`config.mk`:
```
export PLATFORM = sky130hd
export DESIGN_NAME = rtc_alarm_timer_temp_regs
export DESIGN_NICKNAME = d
export VERILOG_FILES = /design/src/core/alarm_match.v /design/src/core/user_nv_store.v /design/src/core/rtc_alarm_timer_temp_regs.v
export VERILOG_INCLUDE_DIRS = /design/src /design/src/core
export SDC_FILE = /design/constraint.sdc
export NUM_CORES = 1
export LEC_CHECK = 0
export ABC_AREA = 1
export BUFFER_PORTS_ARGS = -buffer_cell sky130_fd_sc_hd__clkbuf_2
export CORE_AREA = 5 5 92 94
export DETAILED_ROUTE_END_ITERATION = 6
export DIE_AREA = 0 0 97 99
export GPL_TIMING_DRIVEN = 0
export PLACE_DENSITY = 0.75
export SYNTH_ARGS = -nofsm -noshare
export SYNTH_HDL_FRONTEND = slang
export SYNTH_HIERARCHICAL = 1
export SYNTH_SLANG_ARGS = --single-unit
```
`constraint.sdc`:
```
create_clock -name clk -period 2.02 [get_ports clk]
set_clock_uncertainty 0.1 [all_clocks]
set_input_delay 0.303 -clock clk [delete_from_list [all_inputs] [get_ports clk]]
set_output_delay 0.303 -clock clk [all_outputs]
set_load 0.03 [all_outputs]
```
`src/core/rtc_regs_consts.vh`:
```
// constants for the alarm, timer, temperature and user byte register bank
// Operation
// (RL1) The weekday match field holds a BCD weekday 1..7 in bits 2..0, bits 6..3 unused.
// (RL2) Bit 7 of the weekday match register includes the weekday in the alarm compare when 1.
// (RL3) The month match field holds a BCD month 1..12 in bits 4..0, bits 6..5 unused.
// (RL4) Bit 7 of the month match register enables the month compare when 1.
// (RL5) The year match register holds a BCD year 0..79 in bits 6..0 and bit 7 enables it.
// (RL6) The countdown value is a 16-bit binary value, low byte at 18h, high byte at 19h.
// (RL7) The temperature code is unsigned binary, 0 is -60 C, 60 is 0 C, 250 is +190 C.
// (RL8) During a host access the temperature register is served from a frozen copy.
// (RL9) The host may write the temperature register only while the thermometer is disabled.
// (RL10) Two user bytes at 28h and 29h take any value and are held without power.
// (RL11) On the first match of all enabled fields with alarm irq enabled, set alarm flag and drive int low.
// (RL12) Fields whose enable bit is 0 are left out of the combined alarm compare.
// (RL13) Unused bits of the match registers read as zero and ignore writes.
`ifndef RTC_REGS_CONSTS_VH
`define RTC_REGS_CONSTS_VH

`define ADDR_WEEKDAY_MATCH   8'h14
`define ADDR_MONTH_MATCH     8'h15
`define ADDR_YEAR_MATCH      8'h16
`define ADDR_COUNTDOWN_LOW   8'h18
`define ADDR_COUNTDOWN_HIGH  8'h19
`define ADDR_TEMPERATURE     8'h20
`define ADDR_USER_NV0        8'h28
`define ADDR_USER_NV1        8'h29

`define MATCH_EN_BIT         7
`define WEEKDAY_MASK         8'h87
`define MONTH_MASK           8'h9F
`define YEAR_MASK            8'hFF
`define WEEKDAY_VAL_MASK     8'h07
`define MONTH_VAL_MASK       8'h1F
`define YEAR_VAL_MASK        8'h7F

`define BYTE_ZERO            8'h00
`define TEMP_ZERO_C_CODE     8'h3C
`define USER_NV_DEPTH        2

`endif

```
`src/core/alarm_match.v`:
```
// combined alarm comparison over weekday, month and year fields
`timescale 1ns/100ps
`default_nettype none
`include "rtc_regs_consts.vh"
module alarm_match (
    input  wire [7:0] weekday_match,
    input  wire [7:0] month_match,
    input  wire [7:0] year_match,
    input  wire [7:0] cur_weekday,
    input  wire [7:0] cur_month,
    input  wire [7:0] cur_year,
    output wire       all_match
);
    // a disabled field always passes
    function field_ok;
        input [7:0] cfg;
        input [7:0] cur;
        input [7:0] vmask;
        begin
            field_ok = ~cfg[`MATCH_EN_BIT] | ((cfg & vmask) == (cur & vmask)); // [RL12]
        end
    endfunction

    wire any_en;
    assign any_en = weekday_match[`MATCH_EN_BIT] | month_match[`MATCH_EN_BIT]
                  | year_match[`MATCH_EN_BIT];
    // with nothing enabled the alarm never fires
    assign all_match = any_en
        & field_ok(weekday_match, cur_weekday, `WEEKDAY_VAL_MASK) // [RL1] [RL2]
        & field_ok(month_match, cur_month, `MONTH_VAL_MASK)       // [RL3] [RL4]
        & field_ok(year_match, cur_year, `YEAR_VAL_MASK);         // [RL5]
endmodule // alarm_match
`default_nettype wire

```
`src/core/user_nv_store.v`:
```
// two-byte user data store
`timescale 1ns/100ps
`default_nettype none
`include "rtc_regs_consts.vh"
module user_nv_store #(
    parameter DEPTH = `USER_NV_DEPTH
) (
    input  wire       clk,
    input  wire       wr_en,
    input  wire       wr_sel,
    input  wire [7:0] wr_data,
    input  wire       rd_sel,
    output wire [7:0] rd_data
);
    // no reset: models non-volatile cells that keep content across resets
    reg [7:0] mem_ff [0:DEPTH-1];

    always @(posedge clk) begin
        if (wr_en) begin
            mem_ff[wr_sel] <= wr_data; // [RL10]
        end
    end

    assign rd_data = mem_ff[rd_sel];
endmodule // user_nv_store
`default_nettype wire

```
`src/core/rtc_alarm_timer_temp_regs.v`:
```
// register bank: upper alarm fields, countdown reload, temperature, user bytes
`timescale 1ns/100ps
`default_nettype none
`include "rtc_regs_consts.vh"
module rtc_alarm_timer_temp_regs (
    input  wire        clk,
    input  wire        rst_n,
    input  wire        acc_active,
    input  wire        wr_stb,
    input  wire        rd_stb,
    input  wire [7:0]  addr,
    input  wire [7:0]  wr_data,
    input  wire        therm_en,
    input  wire        meas_valid,
    input  wire [7:0]  meas_temp,
    input  wire [7:0]  cur_weekday,
    input  wire [7:0]  cur_month,
    input  wire [7:0]  cur_year,
    input  wire        alarm_irq_en,
    input  wire        alarm_flag_clr,
    output reg  [7:0]  rd_data_ff,
    output reg  [15:0] countdown_ff,
    output reg  [7:0]  temperature_ff,
    output reg         alarm_flag_ff,
    output reg         int_n_ff
);
    // ************************************************************
    // registers
    // ************************************************************
    reg  [7:0] weekday_match_ff;
    reg  [7:0] month_match_ff;
    reg  [7:0] year_match_ff;
    reg  [7:0] temp_cache_ff;
    reg        acc_active_d_ff;
    reg        match_d_ff;
    wire       all_match;
    wire [7:0] nv_rd;
    wire       nv_hit;
    wire       nv_wr;
    wire       temp_wr_ok;
    wire       match_rise;
    reg  [7:0] nxt_rd_data;

    assign nv_hit     = (addr == `ADDR_USER_NV0) | (addr == `ADDR_USER_NV1);
    assign nv_wr      = wr_stb & nv_hit;
    assign temp_wr_ok = wr_stb & (addr == `ADDR_TEMPERATURE) & ~therm_en; // [RL9]
    assign match_rise = all_match & ~match_d_ff;

    alarm_match u_match (
        .weekday_match (weekday_match_ff),
        .month_match   (month_match_ff),
        .year_match    (year_match_ff),
        .cur_weekday   (cur_weekday),
        .cur_month     (cur_month),
        .cur_year      (cur_year),
        .all_match     (all_match)
    );

    user_nv_store #(.DEPTH(`USER_NV_DEPTH)) u_nv (
        .clk     (clk),
        .wr_en   (nv_wr),
        .wr_sel  (addr[0]),
        .wr_data (wr_data),
        .rd_sel  (addr[0]),
        .rd_data (nv_rd)
    );

    // ************************************************************
    // host writes
    // ************************************************************
    always @(posedge clk) begin
        if (!rst_n) begin
            weekday_match_ff <= `BYTE_ZERO;
            month_match_ff   <= `BYTE_ZERO;
            year_match_ff    <= `BYTE_ZERO;
            countdown_ff     <= {`BYTE_ZERO, `BYTE_ZERO};
        end else if (wr_stb) begin
            case (addr)
                `ADDR_WEEKDAY_MATCH:  weekday_match_ff <= wr_data & `WEEKDAY_MASK; // [RL1] [RL2] [RL13]
                `ADDR_MONTH_MATCH:    month_match_ff   <= wr_data & `MONTH_MASK;   // [RL3] [RL4] [RL13]
                `ADDR_YEAR_MATCH:     year_match_ff    <= wr_data & `YEAR_MASK;    // [RL5]
                `ADDR_COUNTDOWN_LOW:  countdown_ff[7:0]  <= wr_data;               // [RL6]
                `ADDR_COUNTDOWN_HIGH: countdown_ff[15:8] <= wr_data;               // [RL6]
                default: ;
            endcase
        end
    end

    // ************************************************************
    // temperature: live value plus frozen copy for the host
    // ************************************************************
    always @(posedge clk) begin
        if (!rst_n) begin
            temperature_ff  <= `TEMP_ZERO_C_CODE;
            temp_cache_ff   <= `TEMP_ZERO_C_CODE;
            acc_active_d_ff <= 1'b0;
        end else begin
            acc_active_d_ff <= acc_active;
            if (temp_wr_ok) begin
                temperature_ff <= wr_data; // [RL9]
            end else if (therm_en && meas_valid) begin
                temperature_ff <= meas_temp; // [RL7]
            end
            // cache follows the live value between accesses; a host temperature write loads it at any time
            if (temp_wr_ok) begin
                temp_cache_ff <= wr_data;
            end else if (!acc_active) begin
                temp_cache_ff <= temperature_ff; // [RL8]
            end
        end
    end

    // ************************************************************
    // read mux
    // ************************************************************
    always @* begin
        case (addr)
            `ADDR_WEEKDAY_MATCH:  nxt_rd_data = weekday_match_ff;
            `ADDR_MONTH_MATCH:    nxt_rd_data = month_match_ff;
            `ADDR_YEAR_MATCH:     nxt_rd_data = year_match_ff;
            `ADDR_COUNTDOWN_LOW:  nxt_rd_data = countdown_ff[7:0];
            `ADDR_COUNTDOWN_HIGH: nxt_rd_data = countdown_ff[15:8];
            `ADDR_TEMPERATURE:    nxt_rd_data = temp_cache_ff; // [RL8]
            `ADDR_USER_NV0:       nxt_rd_data = nv_rd;          // [RL10]
            `ADDR_USER_NV1:       nxt_rd_data = nv_rd;          // [RL10]
            default:              nxt_rd_data = `BYTE_ZERO;
        endcase
    end

    always @(posedge clk) begin
        if (!rst_n) begin
            rd_data_ff <= `BYTE_ZERO;
        end else if (rd_stb) begin
            rd_data_ff <= nxt_rd_data;
        end
    end

    // ************************************************************
    // alarm flag and interrupt
    // ************************************************************
    // set wins over a clear arriving in the same cycle
    always @(posedge clk) begin
        if (!rst_n) begin
            match_d_ff    <= 1'b0;
            alarm_flag_ff <= 1'b0;
            int_n_ff      <= 1'b1;
        end else begin
            match_d_ff <= all_match;
            if (match_rise && alarm_irq_en) begin
                alarm_flag_ff <= 1'b1; // [RL11] [RL12]
                int_n_ff      <= 1'b0; // [RL11]
            end else if (alarm_flag_clr) begin
                alarm_flag_ff <= 1'b0;
                int_n_ff      <= 1'b1;
            end
        end
    end
endmodule // rtc_alarm_timer_temp_regs
`default_nettype wire

```
==> results.txt, run 1 <==
After synthesis, the mean cell area works out to 7.273 sq um. The maximum clock path buffer count is 2. The hold violation count in the final report came out at 0. The die is 97 microns wide. STA classifies the critical path endpoint as a flop. Entering global routing, the biggest net connects 14 pins. The area growth from synthesis to final layout came out at 17.30%. The leakage dissipation is 0.002149 uW.

The number of standard cells in the layout, taps in and fillers out came out at around 740. Broken down by cell family, the worst path's largest delay share belongs to simple AND/OR/NAND/NOR gates. In this design, the stage delay of the slowest critical-path cell is 0.51 ns. The number of antenna violations at the first check in global routing is 0. The final layout contains routed wiring with a total length of 10710 microns. Setup repair after global routing left no endpoint under its margin. The fmax came out at 0.5557 GHz. The count of antenna-violating nets left after detailed routing came out at 0. Once detailed placement completed, the half-perimeter wirelength came to 8225 microns.

The total power divided by cell area came out at about 630 nW/um^2. The placed cell count came out at ~720. STA classifies the critical path startpoint as an input port. The I/O pin total came out at 91. The quantity of gates resized following cts came out at 0. The clock latency reported for the late side of the worst-skew pair is 0.35 ns. The number of buffer and inverter instances along the worst setup path is 4. The number of pins with negative max-slew slack in the final report is 0. The aggregate global routing overflow is 0. The core footprint came out at ~7600 sq um. The highest fanout seen on the critical path is 10.

Summing all multi-input logic gate instances after layout gives approximately 1800 sq um. The TritonCTS clock tree is done. The number of CTS-inserted buffers came out at 9. The total number of nets in the final design came out at 685. At the worst endpoint, the required time is ~1.9 ns. The number of buffers inserted for hold repair after clock tree synthesis is 0. The worst hold path belongs to the class in2reg.

Before antenna repair, the detailed router went through 5 iterations. The number of buffers added on ports is 77. Setup violations remaining at the end of the flow were counted as 0. The total design power is 2901 uW. The die covers between 9000 and 10000 sq um.

For this block, the initial DRC count from the detailed router was ~220. The overall track demand over capacity in global routing is between 20 and 25%. The total inserted antenna cells came out at 0.

The via count of the first global-routing pass is approximately 3.6k. The gate count after technology mapping came out at 540. Cells with a size suffix above 1 make up between 20% and 30% of the layout.

The summed instance area of the synthesized netlist came out at just under 4000 sq um. The signal on the critical path passes through clkbuf_2, inv_1, nand2_4, nor2_8, buf_6, nand2_1, nor2_1, inv_1, nor2_1. The number of design rule violations left after detail routing is 0. The number of vias after detailed routing came out at 3787. The kind of critical path is in2reg. The post-detailed-route wirelength per cell came out at between 10 and 15 microns.

The transition time at the pin with the least slew margin is 0.6569 ns. The final worst setup slack came out at 0.2204 ns. CTS saw slightly below 80 sinks. The worst pin sits at a relative slew slack of 56.04%. The root cell of the clock tree is sky130_fd_sc_hd__clkbuf_8. The clock transition at the registers of the reported paths is approximately 0.08 ns. At the worst endpoint, the arrival time is approximately 1.7 ns. For this configuration, the core starts out at a cell density of 51.90%. The slowest stage of the critical path is the sky130_fd_sc_hd__nor2_1 cell. Buffers added to address setup during post-CTS repair amount to 0. The tool flagged a number of max-cap violations equal to 0.

The via count normalized by instance count is 5.152. Fill cells in the final layout number between 700 and 800. At the end of routability-driven placement, the weighted congestion stood at roughly 0.87. The clock period minus final worst setup slack is ~1.8 ns. The library cell used most frequently in the layout, excluding fill and tap cells, is sky130_fd_sc_hd__nand2_1. The first-pass GRT wire length came out at roughly 17000 microns.

Leaving out fill and tap cells, the most frequent cells in the layout are sky130_fd_sc_hd__nand2_1 (137), sky130_fd_sc_hd__clkbuf_2 (77), sky130_fd_sc_hd__inv_1 (71). The H-tree depth is 3. The flow ran to the end, and the final reports show no timing, DRC or antenna violations.

Of the available clock period, the critical path in the final layout requires 89.09%. The final core utilization is 60.88%. Measured along the y axis, the die boundary spans 99 microns.

The tightest hold path in the finished design has a slack of 0.07556 ns. The peak supply drop came out at between 0.2 and 0.3 mV. Timing analysis after detailed placement gives a worst setup slack of -0.1523 ns. The placement row count is 32.

The area occupied by registers is 1702 sq um. The Yosys warning count is 6. The number of nets produced by synthesis is 597.
## routing by layer
metal  vias up  share of wire, %  track usage [%]
met5         -                 0                0
met4         0               2.6            7.883
met1      1709                42            28.09
li1       1916                 -                -
met2       138                48            39.17
met3        24               7.0            4.742
## stage by stage
stage / cell area (sq um) / setup TNS (ns)
5_1_grt: 4607 / 0
2_1_floorplan: 3928 / 0
3_5_place_dp: 4441 / -1.217
6_report: 4607 / 0
3_3_place_gp: 4441 / -0.6731
4_1_cts: 4607 / 0
## worst paths after layout
kind,end,slack [ns],cells after the start,from
worst max-delay path,u_nv/mem_ff[0][0],0.22,9,addr[6]
worst min-delay path,int_n_ff,0.08,3,alarm_flag_clr
worst max register to register,int_n_ff,0.42,11,month_match_ff[4]
worst min register to register,alarm_flag_ff,0.37,2,alarm_flag_ff
## worst min-delay path: stages
cell                       delay [ns]
sky130_fd_sc_hd__clkbuf_2        0.09
sky130_fd_sc_hd__o21ai_0         0.06
sky130_fd_sc_hd__nand2_1         0.05
## sequential cells by signal, summed over array words and instances (netlist names), 4 cells and up
name              count
temperature_ff        8
countdown_ff         16
month_match_ff        6
temp_cache_ff         8
u_nv/mem_ff          16
rd_data_ff            8
year_match_ff         8
weekday_match_ff      4
## cell type report
type | instances | area share (%)
inverter | 82 | 6.681
timing repair buffer | 77 | 8.365
clock inverter | 6 | 0.8419
clock buffer | 10 | 2.770
buffer | 18 | 2.689
tap | 102 | 2.770
multi-input combinational | 363 | 38.95
sequential | 77 | 36.94
## power breakdown
group | internal [uW] | switching, uW
sequential | 1580 | 13.6
clock | 442 | 565
combinational | 95.2 | 200
total | 2120 | 779
Note: power is estimated with default switching activity, not from simulation.
==> run 2: changes to the inputs <==
--- a/config.mk
+++ b/config.mk
@@ -8,11 +8,11 @@
 export LEC_CHECK = 0
 export ABC_AREA = 1
 export BUFFER_PORTS_ARGS = -buffer_cell sky130_fd_sc_hd__clkbuf_2
-export CORE_AREA = 5 5 92 94
+export CORE_AREA = 5 5 89 91
 export DETAILED_ROUTE_END_ITERATION = 6
-export DIE_AREA = 0 0 97 99
+export DIE_AREA = 0 0 94 96
 export GPL_TIMING_DRIVEN = 0
-export PLACE_DENSITY = 0.75
+export PLACE_DENSITY = 0.8
 export SYNTH_ARGS = -nofsm -noshare
 export SYNTH_HDL_FRONTEND = slang
 export SYNTH_HIERARCHICAL = 1
==> constraint.sdc (replaced) <==
create_clock -name clk -period 2.1 [get_ports clk]
set_clock_uncertainty 0.1 [all_clocks]
set_input_delay 0.315 -clock clk [delete_from_list [all_inputs] [get_ports clk]]
set_output_delay 0.315 -clock clk [all_outputs]
set_load 0.03 [all_outputs]
==> run 2 against run 1 <==
Against the previous run:
- first-iteration DRC count shrank 9.8%
- critical path depth is the same
- non-clock buffer count unchanged
- setup slack improved by 0.057 ns
- clock power about the same
- sequential power down 4%
- sequential cell count did not move
- count of clock-buffer cells in the layout up 3
- hold slack gained 0.028 ns
- register-to-register slack gained 0.13 ns
- sequential share of layout area rose by 0.060 points
- die area shrank 6.0%
==> results.txt, run 2 (same netlist as run 1, synthesis figures left out) <==
TritonCTS built the clock tree. The signal on the critical path passes through clkbuf_2, inv_1, nand2_4, nor2_8, buf_6, nand2_1, nor2_1, inv_1, nor2_1. For this run, design rule violations remaining after detail routing come to 0.

Input and output buffers added on the ports amount to 77. For this run, the total global-route usage over all layers was measured as 25.13%. The setup fix buffers added after clock tree synthesis came out at 0. The highest fanout seen on the critical path is 10. The largest incremental delay on the critical path came out at ~0.52 ns.

The kind of cell adding the most delay to the critical path is simple AND/OR/NAND/NOR gates. The number of vias after detailed routing is 3806. The first detailed-routing pass took 6 iterations. The worst slew margin relative to its limit came out at 54.74%. At the worst endpoint, the required time is approximately 2.0 ns. For this run the aggregate overflow at the end of global routing stands at 0.

The share of power burned in registers came out at 54.9%. IR analysis of the VDD net gives a maximum drop of 0.3064 mV. The post-detailed-route wirelength per cell is 14.50 microns. The placement row count came out at 31. Once the floorplan was initialized, standard cells occupied 55.64% of the core. The worst slack on hold paths came out at 0.1032 ns. Once detail routing completed, the nets flagged for antenna violations numbered 0. The cell-internal power came out at between 2000 and 2500 uW. The die span in y is 96 microns. Clock tree synthesis selected as its root buffer the cell sky130_fd_sc_hd__clkbuf_8. The number of pins with negative max-slew slack in the final report came to 0. In this run the standard cell core region covers 7059 sq um. The hold violation count in the final report came out at 0. The count of endpoints failing setup in the final report came out at 0. The final critical path takes up 86.79% of the cycle.

STA classifies the critical path endpoint as a flop. The clock share of power is between 30% and 40%. The most common cell after layout, fill and taps aside is sky130_fd_sc_hd__nand2_1. The detailed router's first-iteration violation count came out at roughly 200. The I/O pin total is 91. Setup repair after global routing left no endpoint under its margin. The number of buffers inserted for hold repair after clock tree synthesis is 0.

In this run, CTS created clock tree buffers numbering 9. The net switching component of the power came out at between 700 and 800 uW. Once detailed placement completed, the half-perimeter wirelength came to 8103 microns.

The number of buffer and inverter instances along the worst setup path came out at 4. The combinational cell fraction of total power is approximately 10%. The maximum number of pins on one net before global-route repair is 12. The clock period minus final worst setup slack is 1.823 ns.

The CTS sink count came out at slightly below 80. The number of antenna violations at the first check in global routing is 0. The total number of nets in the final design came out at 685. After clock tree synthesis, the clock-pin slew on the worst setup and hold paths is around 0.07 ns. The area growth from synthesis to final layout is 17.11%. For the pin with the worst max-slew slack, the measured transition is 0.6765 ns. Total power for the finished layout comes to about 2800 uW. The run finished with clean final reports. The quantity of gates resized following cts is 0.

The final estimated routing congestion in global placement came out at between 0.8 and 0.9. For the worst setup path, the data arrival time is 1.70 ns. The die extent in x came out at between 90 and 100 microns. The H-tree depth came out at 3. The library cell contributing the largest single delay on the critical path is sky130_fd_sc_hd__nor2_1. The path category of the worst min-delay check is in2reg. The repair_antennas step left the layout with diodes totalling 0. The maximum clock path buffer count came out at 2.

In the layout the commonest cells are sky130_fd_sc_hd__nand2_1 (137), sky130_fd_sc_hd__clkbuf_2 (77), sky130_fd_sc_hd__inv_1 (71). The first-pass GRT wire length came out at between 15000 and 20000 microns. The sum of negative setup slack came out at 0 ns. The fraction of layout instances using a drive strength above 1 is 21.84%. The kind of critical path is in2reg. At the end of the flow the core is filled with cells to 65.15%. The switching part of the total came out at 25.59%. The reported max-cap violation count came out at 0.

The analysis attributes to cell leakage a power of 0.002157 uW. The fill cell instance count of the final layout is around 650. The startpoint type of the worst setup path is an input port. The largest registers in the layout are countdown_ff x16, u_nv/mem_ff x16. The via count normalized by instance count is approximately 5.2.

The clock latency reported for the late side of the worst-skew pair came out at 0.35 ns. The die covers around 9000 sq um. The total power divided by cell area is between 600 and 700 nW/um^2. The via count of the first global-routing pass came out at approximately 3.7k.

The aggregate routed wire length is 10600 microns. The fmax came out at 0.5487 GHz.
run 2: worst paths after layout:
check / startpoint / endpoint / slack (ns) / cells after the start
max: addr[6] / u_nv/mem_ff[0][7] / 0.28 / 9
min: alarm_flag_clr / int_n_ff / 0.10 / 3
max reg2reg: month_match_ff[4] / int_n_ff / 0.55 / 11
min reg2reg: rd_data_ff[6] / rd_data_ff[6] / 0.37 / 2
run 2: power by group through the flow:
stage	combinational (uW)	sequential, uW	clock, uW
5_1_grt	314	1540	1050
3_3_place_gp	276	1570	0
3_5_place_dp	283	1570	0
2_1_floorplan	149	1590	0
4_1_cts	284	1540	983
6_report	285	1540	977
run 2: final cells by class:
type | instances | area, sq um | area share [%]
Multi-Input combinational cell | 363 | 1794 | 39.01
Sequential cell | 77 | 1702 | 37.00
Timing Repair Buffer | 77 | 385.4 | 8.379
Inverter | 82 | 307.8 | 6.692
Clock buffer | 13 | 152.6 | 3.319
Buffer | 18 | 123.9 | 2.693
Tap cell | 99 | 123.9 | 2.693
Clock inverter | 2 | 10.01 | 0.2176
run 2: metal layers:
metal	share of wire (%)	track usage, %
met1	42	32.52
met2	49	41.63
met3	6.7	4.144
met4	2.6	10.83
met5	0	0
run 2: tightest hold or removal path: stages:
cell and delay, ns:
sky130_fd_sc_hd__clkbuf_2 0.09, sky130_fd_sc_hd__o21ai_0 0.07, sky130_fd_sc_hd__nand2_1 0.05
run 2: metrics by stage:
step	std cells	cell area (sq um)	worst slack (ns)
final	731	4599	0.2774
after global routing	731	4599	0.1217
after CTS	731	4599	0.2819
after detailed placement	716	4437	-0.07650
after global placement	716	4437	-0.007522
after floorplan	540	3928	0.2720
==> run 3: changes to the inputs <==
--- a/config.mk
+++ b/config.mk
@@ -8,11 +8,13 @@
 export LEC_CHECK = 0
 export ABC_AREA = 1
 export BUFFER_PORTS_ARGS = -buffer_cell sky130_fd_sc_hd__clkbuf_2
-export CORE_AREA = 5 5 89 91
+export CORE_AREA = 5 5 87 89
+export CTS_BUF_LIST = sky130_fd_sc_hd__clkbuf_4 sky130_fd_sc_hd__clkbuf_8
+export CTS_CLUSTER_DIAMETER = 80
 export DETAILED_ROUTE_END_ITERATION = 6
-export DIE_AREA = 0 0 94 96
+export DIE_AREA = 0 0 92 94
 export GPL_TIMING_DRIVEN = 0
-export PLACE_DENSITY = 0.8
+export PLACE_DENSITY = 0.84
 export SYNTH_ARGS = -nofsm -noshare
 export SYNTH_HDL_FRONTEND = slang
 export SYNTH_HIERARCHICAL = 1
==> run 3 against run 2 <==
Against the previous run:
- cell count shrank 2.5%
- sequential share of layout area shrank 0.34 points
- non-clock buffer count is the same
- hold slack lost 0.019 ns
- combinational power is essentially flat
- count of clock-buffer cells in the layout shrank 1
- sequential power is essentially flat
- setup slack lost 0.00076 ns
- critical path type unchanged
==> results.txt, run 3 (same netlist as run 1, synthesis figures left out) <==
Power comes to 3116 uW. The kind of capture point of the worst setup path is a flop. The hold violation count in the final report came out at 0.

The HPWL after detailed placement is between 8000 and 9000 microns. After the first detailed-routing iteration, the DRC count stood at 311. STA puts the critical path data required time at 1.99 ns. In this run, CTS created clock tree buffers numbering 9. The net switching component of the power is between 700 and 800 uW. In this run the tightest slew margin relative to its limit is between 50% and 60%. The transition time at the pin with the least slew margin is 0.7123 ns. The kind of critical path is in2reg. The total overflow left after global routing is 0.

The combinational cell fraction of total power came out at 9.2%. The final worst setup slack came out at between 0.2 and 0.3 ns. The cell area after placement is 4413 sq um.

The total power divided by cell area is 671.2 nW/um^2. The number of buffers added on ports is 77. The signal on the critical path passes through clkbuf_2, inv_1, nand2_2, nor2_8, buf_6, nand2_1, nor2_1, inv_1, nor2_1. STA classifies the critical path startpoint as an input port.

The length of the first detailed-routing pass in iterations came out at 5. The core footprint is 6681 sq um. The number of pins with negative max-slew slack in the final report was 0.

Among all stages on the critical path, the largest delay is contributed by sky130_fd_sc_hd__nor2_1. TritonCTS built the clock tree. The placement row count came out at 30. Across the run, the number of max-cap violations was 0. The fmax is 0.5484 GHz. The largest registers in the layout are countdown_ff x16, u_nv/mem_ff x16.

Setup violations remaining at the end of the flow were counted as 0. The number of vias after detailed routing came out at roughly 3.9k. The root cell of the clock tree is sky130_fd_sc_hd__clkbuf_8. The clock network accounts for 41.5% of the total power.

The number of design rule violations left after detail routing is 0. The number of cells on the critical path is 9. The count of antenna-violating nets left after detailed routing came out at 0. Measured along the x axis, the die boundary spans ~90 microns. The number of cells on the worst hold path came out at 3. The maximum number of pins on one net before global-route repair came out at 13. Internal power comes to 2360 uW. The aggregate routed wire length came out at 11030 microns. The number of buffers inserted for hold repair after clock tree synthesis came out at 0.

After clock tree synthesis, the clock-pin slew on the worst setup and hold paths is 0.08 ns. After clock tree synthesis, the repair step resized 0 gates. For the worst setup path, the data arrival time is 1.72 ns.

The first global-routing pass estimated 18170 microns of wire. VDD sags by at most 0.3532 mV. Of the cells placed in the final design, the portion with a size suffix greater than 1 is between 20% and 30%. The setup slack of the most critical reg-to-reg path is approximately 0.53 ns. The largest incremental delay on the critical path came out at 0.54 ns. The number of setup buffers added after CTS is 0.

The via count normalized by instance count came out at 5.415. The switching part of the total is 24.25%. The leakage dissipation came out at 0.002190 uW. The total number of nets in the final design is 685. The path category of the worst min-delay check is in2reg. 0 antenna diodes ended up in the layout. The final core utilization came out at 69.48%. The floorplan step set the die height to ~94 microns.

The clock passes through at most 2 buffers. Relative to the synthesized area, the layout overhead comes to 18.19%. The starting density of the core came out at around three fifths.

The library cell used most frequently in the layout, excluding fill and tap cells, is sky130_fd_sc_hd__nand2_1. The CTS sink count is 77. At the end of routability-driven placement, the weighted congestion stood at 0.8888. The fill cell instance count of the final layout is 573. The number of cells traversed by the worst register-to-register path is 11. The worst slack on hold paths came out at ~0.084 ns. The floorplan die area came out at 8648 sq um.

The via count of the first global-routing pass is 3759. The run finished with clean final reports. The share of power burned in registers came out at 49.3%. The clock period minus final worst setup slack is 1.823 ns. Setup repair after global routing left no endpoint under its margin. The number of antenna violations at the first check in global routing is 0.

Global routing used 27.06% of the available tracks across all layers. The clock latency reported for the late side of the worst-skew pair is 0.36 ns. The post-place setup slack is -0.09213 ns. The highest fanout seen on the critical path is 10. The post-detailed-route wirelength per cell is around 15 microns.

The share of the clock period used by the worst path is 86.83%. The I/O pin total came out at 91. In the layout the commonest cells are sky130_fd_sc_hd__nand2_1 (137), sky130_fd_sc_hd__clkbuf_2 (77), sky130_fd_sc_hd__inv_1 (71). The number of buffer and inverter instances along the worst setup path is 4.

Once layout is done, the placed cells without fillers occupy around 4600 sq um. The H-tree depth came out at 3. Among cell families on the critical path, the largest total delay comes from simple AND/OR/NAND/NOR gates.
[run 3: changes by cell type in the layout (fill, tap and decap cells not counted)]
cell | before | now
sky130_fd_sc_hd__clkbuf_1 | 9 | 7
sky130_fd_sc_hd__clkbuf_8 | 10 | 11
sky130_fd_sc_hd__bufinv_16 | 0 | 2
[run 3: power groups by stage]
stage	Sequential, uW	Combinational (uW)	Clock [uW]
6_report	1540	286	1290
5_1_grt	1540	315	1370
4_1_cts	1540	285	1290
3_5_place_dp	1570	282	0
3_3_place_gp	1570	274	0
2_1_floorplan	1590	149	0
[run 3: routing by layer]
metal  global-route usage (%)  wire length [microns]
met5                        0                      0
met1                    33.64                   4495
met2                    45.80                   5457
met3                    5.609                    761
met4                    11.14                    314
[run 3: worst min-delay path: cells and delay by family]
kind            cells  cell delay, ns
simple gates        1            0.05
buf+inv             1            0.09
compound gates      1            0.06
[run 3: path summary, 6_finish.rpt]
path,startpoint,end
setup / recovery,addr[4],u_nv/mem_ff[0][6]
hold / removal,alarm_flag_clr,int_n_ff
setup reg to reg,month_match_ff[4],int_n_ff
hold reg to reg,countdown_ff[13],countdown_ff[13]
[run 3: layout make-up]
| cell class | instances | area [sq um] | share of cell area [%] |
|---|---|---|---|
| Inverter | 82 | 307.8 | 6.631 |
| Multi-Input combinational cell | 363 | 1794 | 38.65 |
| Clock inverter | 4 | 70.07 | 1.509 |
| Tap cell | 80 | 100.1 | 2.156 |
| Buffer | 18 | 123.9 | 2.668 |
| Clock buffer | 12 | 158.9 | 3.423 |
| Sequential cell | 77 | 1702 | 36.66 |
| Timing Repair Buffer | 77 | 385.4 | 8.302 |
[run 3: through the flow]
stage | setup TNS, ns | instances
floorplan | 0 | 540
global placement | -0.1787 | 697
detailed placement | -0.7355 | 697
CTS | 0 | 713
global route | 0 | 713
finish | 0 | 713
